File: src/travel_pulse_monitor_regs.svh
// Summary of operation
// - Enable input turns pulse supervision on or off
// - Check only at medium or rated speed
// - 100 ms without pulse forces low speed
// - Stop at zone or 5 s, then out
// - Flush halt keeps operation, logs warning entry
// - Repeat fault next travel ends operation permanently
// - Non-flush stop after fault ends operation
// - No supervision during assembly operation
// - Only reset clears out-of-operation state
`ifndef TRAVEL_PULSE_MONITOR_REGS_SVH
`define TRAVEL_PULSE_MONITOR_REGS_SVH
`define CLK_PERIOD_NS 100
`define GAP_TIME_MS 100
`define GAP_CYCLES ((`GAP_TIME_MS * 1000000) / `CLK_PERIOD_NS)
`define STOP_TIME_S 5
`define STOP_CYCLES ((`STOP_TIME_S * 1000) * (1000000 / `CLK_PERIOD_NS))
`define CODE_NONE 2'h0
`define CODE_WARN 2'h1
`define CODE_FINAL 2'h2
`define CODE_STOP 2'h3
`endif

File: src/travel_pulse_monitor_pkg.sv
package travel_pulse_monitor_pkg;
   // Speed stage reported by the drive
   typedef enum logic [1:0] {
      SPD_STILL, SPD_LOW, SPD_MEDIUM, SPD_RATED
   } speed_t;
   // Fault entry handed to the error memory
   typedef struct packed {
      logic valid;
      logic [1:0] code;
   } fault_entry_t;
   // Commands to the drive
   typedef struct packed {
      logic force_low;
      logic emerg_stop;
   } drive_cmd_t;
endpackage

File: src/travel_pulse_monitor.sv
`timescale 1ns/1ps
`include "travel_pulse_monitor_regs.svh"
module travel_pulse_monitor #(
   // Timing counts in clock cycles; a bench may shorten them
   parameter int GAP_N = `GAP_CYCLES,
   parameter int STOP_N = `STOP_CYCLES
) (
   // Clock and reset
   input wire logic clk,
   input wire logic nrst,
   // Configuration and operating mode
   input wire logic mon_enable,
   input wire logic assembly_mode,
   // Car and shaft status
   input wire logic count_pulse,
   input wire logic zone,
   input wire travel_pulse_monitor_pkg::speed_t speed,
   input wire logic travelling,
   input wire logic flush_stop,
   // Drive commands and error memory
   output travel_pulse_monitor_pkg::drive_cmd_t drive_cmd_ff,
   output travel_pulse_monitor_pkg::fault_entry_t fault_entry_ff,
   output logic out_of_op_ff
);
   import travel_pulse_monitor_pkg::*;

   // Supervisor phases
   typedef enum logic [1:0] {
      ST_WATCH, ST_SLOW, ST_HALT, ST_OUT
   } phase_t;

   phase_t phase_ff;
   logic pulse_d_ff;   // Previous pulse level for edge detection
   logic [20:0] gap_ff;   // Missing-pulse interval counter
   logic [25:0] stop_ff;   // Time since detection
   logic warned_ff;   // Warning recorded, next travel armed
   logic travel_d_ff;   // Previous travelling level
   logic check;
   logic pulse_edge;
   logic gap_hit;
   logic stop_due;

   // Checking runs only enabled, outside assembly, at fast speeds
   assign check = mon_enable && !assembly_mode && travelling &&
      (speed == SPD_MEDIUM || speed == SPD_RATED);
   // Pulse line rests low, so a cleared history gives no false edge
   assign pulse_edge = count_pulse && !pulse_d_ff;
   assign gap_hit = check && (gap_ff == 21'(GAP_N - 1));
   assign stop_due = zone || (stop_ff == 26'(STOP_N - 1));

   // Edge and travel-end history
   always_ff @(posedge clk or negedge nrst) begin
      if (!nrst) begin
         pulse_d_ff <= 1'b0;
         travel_d_ff <= 1'b0;
      end else begin
         pulse_d_ff <= count_pulse;
         travel_d_ff <= travelling;
      end
   end

   // Interval timer; cleared while not checking or on a pulse edge
   always_ff @(posedge clk or negedge nrst) begin
      if (!nrst) begin
         gap_ff <= 21'h0;
      end else if (!check || pulse_edge || phase_ff != ST_WATCH) begin
         gap_ff <= 21'h0;
      end else begin
         gap_ff <= gap_ff + 21'h1;
      end
   end

   // Stop window counter runs only while slowed down
   // Wide enough for the full 5 s window at the system clock
   always_ff @(posedge clk or negedge nrst) begin
      if (!nrst) begin
         stop_ff <= 26'h0;
      end else if (phase_ff == ST_SLOW) begin
         stop_ff <= stop_ff + 26'h1;
      end else begin
         stop_ff <= 26'h0;
      end
   end

   // Fault sequencing and error memory entries
   always_ff @(posedge clk or negedge nrst) begin
      if (!nrst) begin
         phase_ff <= ST_WATCH;
         warned_ff <= 1'b0;
         drive_cmd_ff <= '0;
         fault_entry_ff <= '0;
         out_of_op_ff <= 1'b0;
      end else begin
         fault_entry_ff.valid <= 1'b0;
         case (phase_ff)
            ST_WATCH: begin
               if (gap_hit) begin
                  drive_cmd_ff.force_low <= 1'b1;
                  if (warned_ff) begin
                     // Second fault after a warning ends operation
                     phase_ff <= ST_OUT;
                     drive_cmd_ff.emerg_stop <= 1'b1;
                     out_of_op_ff <= 1'b1;
                     fault_entry_ff <= '{1'b1, `CODE_FINAL};
                  end else begin
                     phase_ff <= ST_SLOW;
                  end
               end else if (travel_d_ff && !travelling) begin
                  // A clean travel disarms the warning
                  warned_ff <= 1'b0;
               end
            end
            ST_SLOW: begin
               if (!travelling && flush_stop) begin
                  // Flush landing: keep running, log a warning
                  phase_ff <= ST_WATCH;
                  drive_cmd_ff.force_low <= 1'b0;
                  warned_ff <= 1'b1;
                  fault_entry_ff <= '{1'b1, `CODE_WARN};
               end else if (stop_due || !travelling) begin
                  phase_ff <= ST_HALT;
                  drive_cmd_ff.emerg_stop <= 1'b1;
                  out_of_op_ff <= 1'b1;
                  fault_entry_ff <= '{1'b1, `CODE_STOP};
               end
            end
            ST_HALT: begin
               // Stopped off flush: final code, permanent
               phase_ff <= ST_OUT;
               fault_entry_ff <= '{1'b1, `CODE_FINAL};
            end
            ST_OUT: begin
               // Latched until reset
               out_of_op_ff <= 1'b1;
            end
            default: begin
               phase_ff <= ST_OUT;
            end
         endcase
      end
   end

   // Supervision rules, checked at the outputs where possible
   property p_gap_slow;
      @(posedge clk) disable iff (!nrst)
      gap_hit |=> drive_cmd_ff.force_low;
   endproperty
   a_gap_slow: assert property (p_gap_slow)
      else $error("low speed not forced after pulse gap");

   property p_no_check;
      @(posedge clk) disable iff (!nrst)
      !check |=> gap_ff == 21'h0;
   endproperty
   a_no_check: assert property (p_no_check)
      else $error("gap timer not cleared while idle");

   property p_disabled;
      @(posedge clk) disable iff (!nrst)
      (!mon_enable || assembly_mode) && !drive_cmd_ff.force_low
         |=> !drive_cmd_ff.force_low;
   endproperty
   a_disabled: assert property (p_disabled)
      else $error("fault while supervision off");

   property p_speed;
      @(posedge clk) disable iff (!nrst)
      (speed == SPD_LOW || speed == SPD_STILL) && !drive_cmd_ff.force_low
         |=> !drive_cmd_ff.force_low;
   endproperty
   a_speed: assert property (p_speed)
      else $error("fault at unchecked speed");

   property p_assembly;
      @(posedge clk) disable iff (!nrst)
      assembly_mode |=> gap_ff == 21'h0;
   endproperty
   a_assembly: assert property (p_assembly)
      else $error("timer ran in assembly mode");

   property p_zone_stop;
      @(posedge clk) disable iff (!nrst)
      (phase_ff == ST_SLOW && zone && travelling)
         |=> drive_cmd_ff.emerg_stop && out_of_op_ff;
   endproperty
   a_zone_stop: assert property (p_zone_stop)
      else $error("no emergency stop at zone");

   property p_stop_time;
      @(posedge clk) disable iff (!nrst)
      (phase_ff == ST_SLOW && travelling && stop_ff == 26'(STOP_N - 1))
         |=> drive_cmd_ff.emerg_stop && out_of_op_ff;
   endproperty
   a_stop_time: assert property (p_stop_time)
      else $error("no emergency stop after stop window");

   property p_flush;
      @(posedge clk) disable iff (!nrst)
      (phase_ff == ST_SLOW && !travelling && flush_stop)
         |=> !out_of_op_ff && fault_entry_ff.code == `CODE_WARN;
   endproperty
   a_flush: assert property (p_flush)
      else $error("flush halt mishandled");

   property p_repeat;
      @(posedge clk) disable iff (!nrst)
      (gap_hit && warned_ff && phase_ff == ST_WATCH)
         |=> out_of_op_ff && fault_entry_ff.code == `CODE_FINAL;
   endproperty
   a_repeat: assert property (p_repeat)
      else $error("repeat fault not final");

   property p_halt_final;
      @(posedge clk) disable iff (!nrst)
      phase_ff == ST_HALT
         |=> fault_entry_ff.valid && fault_entry_ff.code == `CODE_FINAL;
   endproperty
   a_halt_final: assert property (p_halt_final)
      else $error("final code missing after stop");

   property p_sticky;
      @(posedge clk) disable iff (!nrst)
      out_of_op_ff |=> out_of_op_ff;
   endproperty
   a_sticky: assert property (p_sticky)
      else $error("out of operation cleared without reset");
endmodule

File: config.mk
export PLATFORM = sky130hd
export DESIGN_NAME = travel_pulse_monitor
export DESIGN_NICKNAME = d
export VERILOG_FILES = /design/src/travel_pulse_monitor_pkg.sv /design/src/travel_pulse_monitor.sv
export VERILOG_INCLUDE_DIRS = /design/src /design/src/src
export SDC_FILE = /design/constraint.sdc
export NUM_CORES = 1
export LEC_CHECK = 0
export BUFFER_PORTS_ARGS = -buffer_cell sky130_fd_sc_hd__buf_2
export CAP_MARGIN = 20
export CORE_MARGIN = 8
export CORE_UTILIZATION = 50
export DETAILED_ROUTE_END_ITERATION = 16
export PLACE_DENSITY = 0.75
export SKIP_CTS_REPAIR_TIMING = 1
export SLEW_MARGIN = 20
export SYNTH_ARGS = -nofsm -noshare
export SYNTH_HDL_FRONTEND = slang
export SYNTH_SLANG_ARGS = --single-unit
File: constraint.sdc
create_clock -name clk -period 2.57 [get_ports clk]
set_clock_uncertainty 0.15 [all_clocks]
set_input_delay 0.257 -clock clk [delete_from_list [all_inputs] [get_ports clk]]
set_output_delay 0.257 -clock clk [all_outputs]
set_load 0.005 [all_outputs]
==> results.cfg <==
[synthesis]
seq_area_frac_synth_pct = 49.1
yosys_most_used_dff = dfrtp_1
ys_types = 41
async_flop_share_pct = 100
syn-instance-count = 293
synthTopCellsByArea = dfrtp_1, xor2_1, and2_1
synth_area_leader_cell = dfrtp_1
ys_seq_elements = 58
synth_edf_count = 0
synth_nets = 310
synth_top_area_share_pct = 49.1
synth.most_common_cell = dfrtp_1
ys_top_cells_by_count = dfrtp_1, nor2_1, and2_1, xor2_1, nand3_1
syn_area_mm2 = 0.00296
avgSynthCellArea_um2 = 10.1
synth_warnings = 0

[routing]
postRouteAntennaNets = 0
first_pass_iters = 4
dr_total_vias = 2120
vias_per_cell = 5.34
drc_errors = 0
wl_per_cell_um = 14.3
drt_iter0_markers = 106
finalWirelength_mm = 5.69

[placement]
numPortBuffers = 14
place_inst = 379
place_area_mm2 = 0.00312
hpwl_mm = 3.82
place.gp.congestion = 0.786
pre_cts_slack_ps = 310

[final_layout]
num-nets-final = 335
drive_gt1_share_pct = 11.2
instances_no_fill = 397
diodes = 0
final_area_mm2 = 0.00333
multiInputGateArea_mm2 = 0.00143
ff_latch_area_mm2 = 0.00145
fillerInstances = 522
final_core_util_pct = 57.3
area_delta_synth_final_pct = 12.7

[floorplan]
initial_core_util_pct = 50.9
io_pins = 16
fp-row-count = 28
coreArea_mm2 = 0.00582
die_w_um = 92.9
dieArea_mm2 = 0.00863
die_h_um = 92.9

[critical_path]
cp-start-kind = register
worstPathArrival_ps = 2340
crit_family = compound AO/OA/AOI/OAI gates
crit_chain = ha_1, and2_2, nand2_4, o311a_4, a221oi_4, mux2_4
critPathLaunch = stop_ff[0]
r2r-start = stop_ff[0]
crit_buf_inv = 0
cpPeakStageDelay_ps = 420
cp_slowest_cell = o311a_4
worstPathRequired_ps = 2640
critPathCaptureType = register
path_max_fanout = 5
path_class = reg -> reg

[global_routing]
grt_use_total_pct = 14.5
grt.overflow.total = 0
grt_pass1_vias = 2154
grt_max_degree = 40
grt_pass1_wl_mm = 9.86
antenna_found_initial = 0

[pwr]
peakVddDrop_mv = 0.388
power_leakage_nw = 1.50
p_per_area_mw_per_mm2 = 529

[sta]
worst_slack_ps = 294
slew_violations = 0
max_freq_mhz = 439
slew_headroom_pct = 41.6
min_period_ps = 2280
final.setup.tns_ps = 0
rsz0062_at_grt = no
period_share_pct = 88.6
tightestPinTransition_ps = 876
hold_viol = 0
finalSetupViolCount = 0

[cts]
cts_root_buf = clkbuf_8
cts_tree = yes
cts.sinks = 58
insertion_delay_ps = 340
numCtsBuffers = 9
clockBufferDepth = 2
path_clk_slew_ps = 60
htree_levels = 3

[worst_hold_path]
hp-start = flush_stop
hp-class = in -> reg

[outcome]
status = finished clean

[flow_run]
maxCapViolations = 0
-- sequential cells by signal, summed over array words and instances, names as in the netlist --
signal	flops
travel_d_ff	1
drive_cmd_ff	2
warned_ff	1
stop_ff	26
phase_ff	2
fault_entry_ff	3
gap_ff	21
out_of_op_ff	1
pulse_d_ff	1
-- power by group --
| group | internal [mW] | switching, mW | total, mW |
|---|---|---|---|
| sequential | 0.915 | 0.000516 | 0.915 |
| combinational | 0.0128 | 0.0255 | 0.0383 |
| clock | 0.466 | 0.344 | 0.810 |
-- metrics by stage --
step                      power, mW  hold slack (ps)
after floorplan               0.938             -189
after global placement        0.968              235
after detailed placement      0.969              236
after CTS                      1.79             -130
after global routing           1.83              247
final                          1.76              226
-- placed cells by master (no fill, tap or decap), types with 2 or more instances in the layout --
cell | Yosys | routed
dfrtp_1 | 58 | 58
nor2_1 | 29 | 29
xor2_1 | 22 | 22
and2_1 | 22 | 22
nand3_1 | 19 | 19
nand2_1 | 14 | 14
xnor2_1 | 14 | 14
buf_2 | 0 | 14
inv_1 | 11 | 11
clkbuf_8 | 0 | 10
nand4_1 | 9 | 9
o21ai_0 | 9 | 9
a21oi_1 | 9 | 9
and3_1 | 7 | 7
or3_1 | 7 | 7
ha_1 | 7 | 7
nor3_1 | 6 | 6
and4_1 | 5 | 5
a21boi_0 | 5 | 5
nor4_1 | 4 | 4
nor2b_1 | 4 | 4
buf_4 | 0 | 4
nand2b_1 | 3 | 3
nor4b_1 | 3 | 3
dlygate4sd3_1 | 0 | 3
a31oi_1 | 2 | 2
clkbuf_1 | 6 | 2
clkinv_2 | 0 | 2
-- routing by layer --
metal | GRT usage, % | part of all wire [%] | up-vias | wire length [um]
met2 | 22.8 | 48 | 29 | 2750
met5 | 0 | 0 | - | 0
met1 | 17.3 | 47 | 1021 | 2680
li1 | - | - | 1061 | -
met3 | 4.45 | 3.2 | 9 | 181
met4 | 8.46 | 1.3 | 0 | 73
-- final timing paths --
path / endpoint / slack (ps) / cells past startpoint
min in group asynchronous: stop_ff[11] / 430 / 2
worst min register to register: drive_cmd_ff[0] / 320 / 1
max in group asynchronous: gap_ff[6] / 1150 / 3
worst min-delay path: warned_ff / 230 / 4
worst max register to register: phase_ff[1] / 290 / 6
worst max-delay path: phase_ff[1] / 290 / 6
-- kinds of logic (layout without fill, tap and decap cells) --
family / Yosys count / after routing / share of synthesized area [%]
AOI/OAI and AO/OA: 34 / 34 / 8.29
and+or+nand+nor: 138 / 138 / 25.6
xor gates and xnor gates: 36 / 36 / 10.7
buffers and inverters: 18 / 47 / 2.54
DFF: 58 / 58 / 49.1
adders and majority gates: 7 / 7 / 2.96
muxes: 2 / 2 / 0.846
-- worst reg2reg max path, cell delays in order (launching register included) --
cell and delay (ps):
dfrtp_1 410, ha_1 240, and2_2 220, nand2_4 60
o311a_4 420, a221oi_4 340, mux2_4 330
-- final cells by class --
cell class                 instances  share of cell area [%]
tap                               75                    2.82
clock inverter                     3                    1.20
inverter                          11                    1.24
sequential                        58                    43.5
clock buffer                      12                    4.35
multi-input combinational        217                    42.9
timing repair buffer              21                    3.90
Power figures use the tool's default switching activity.
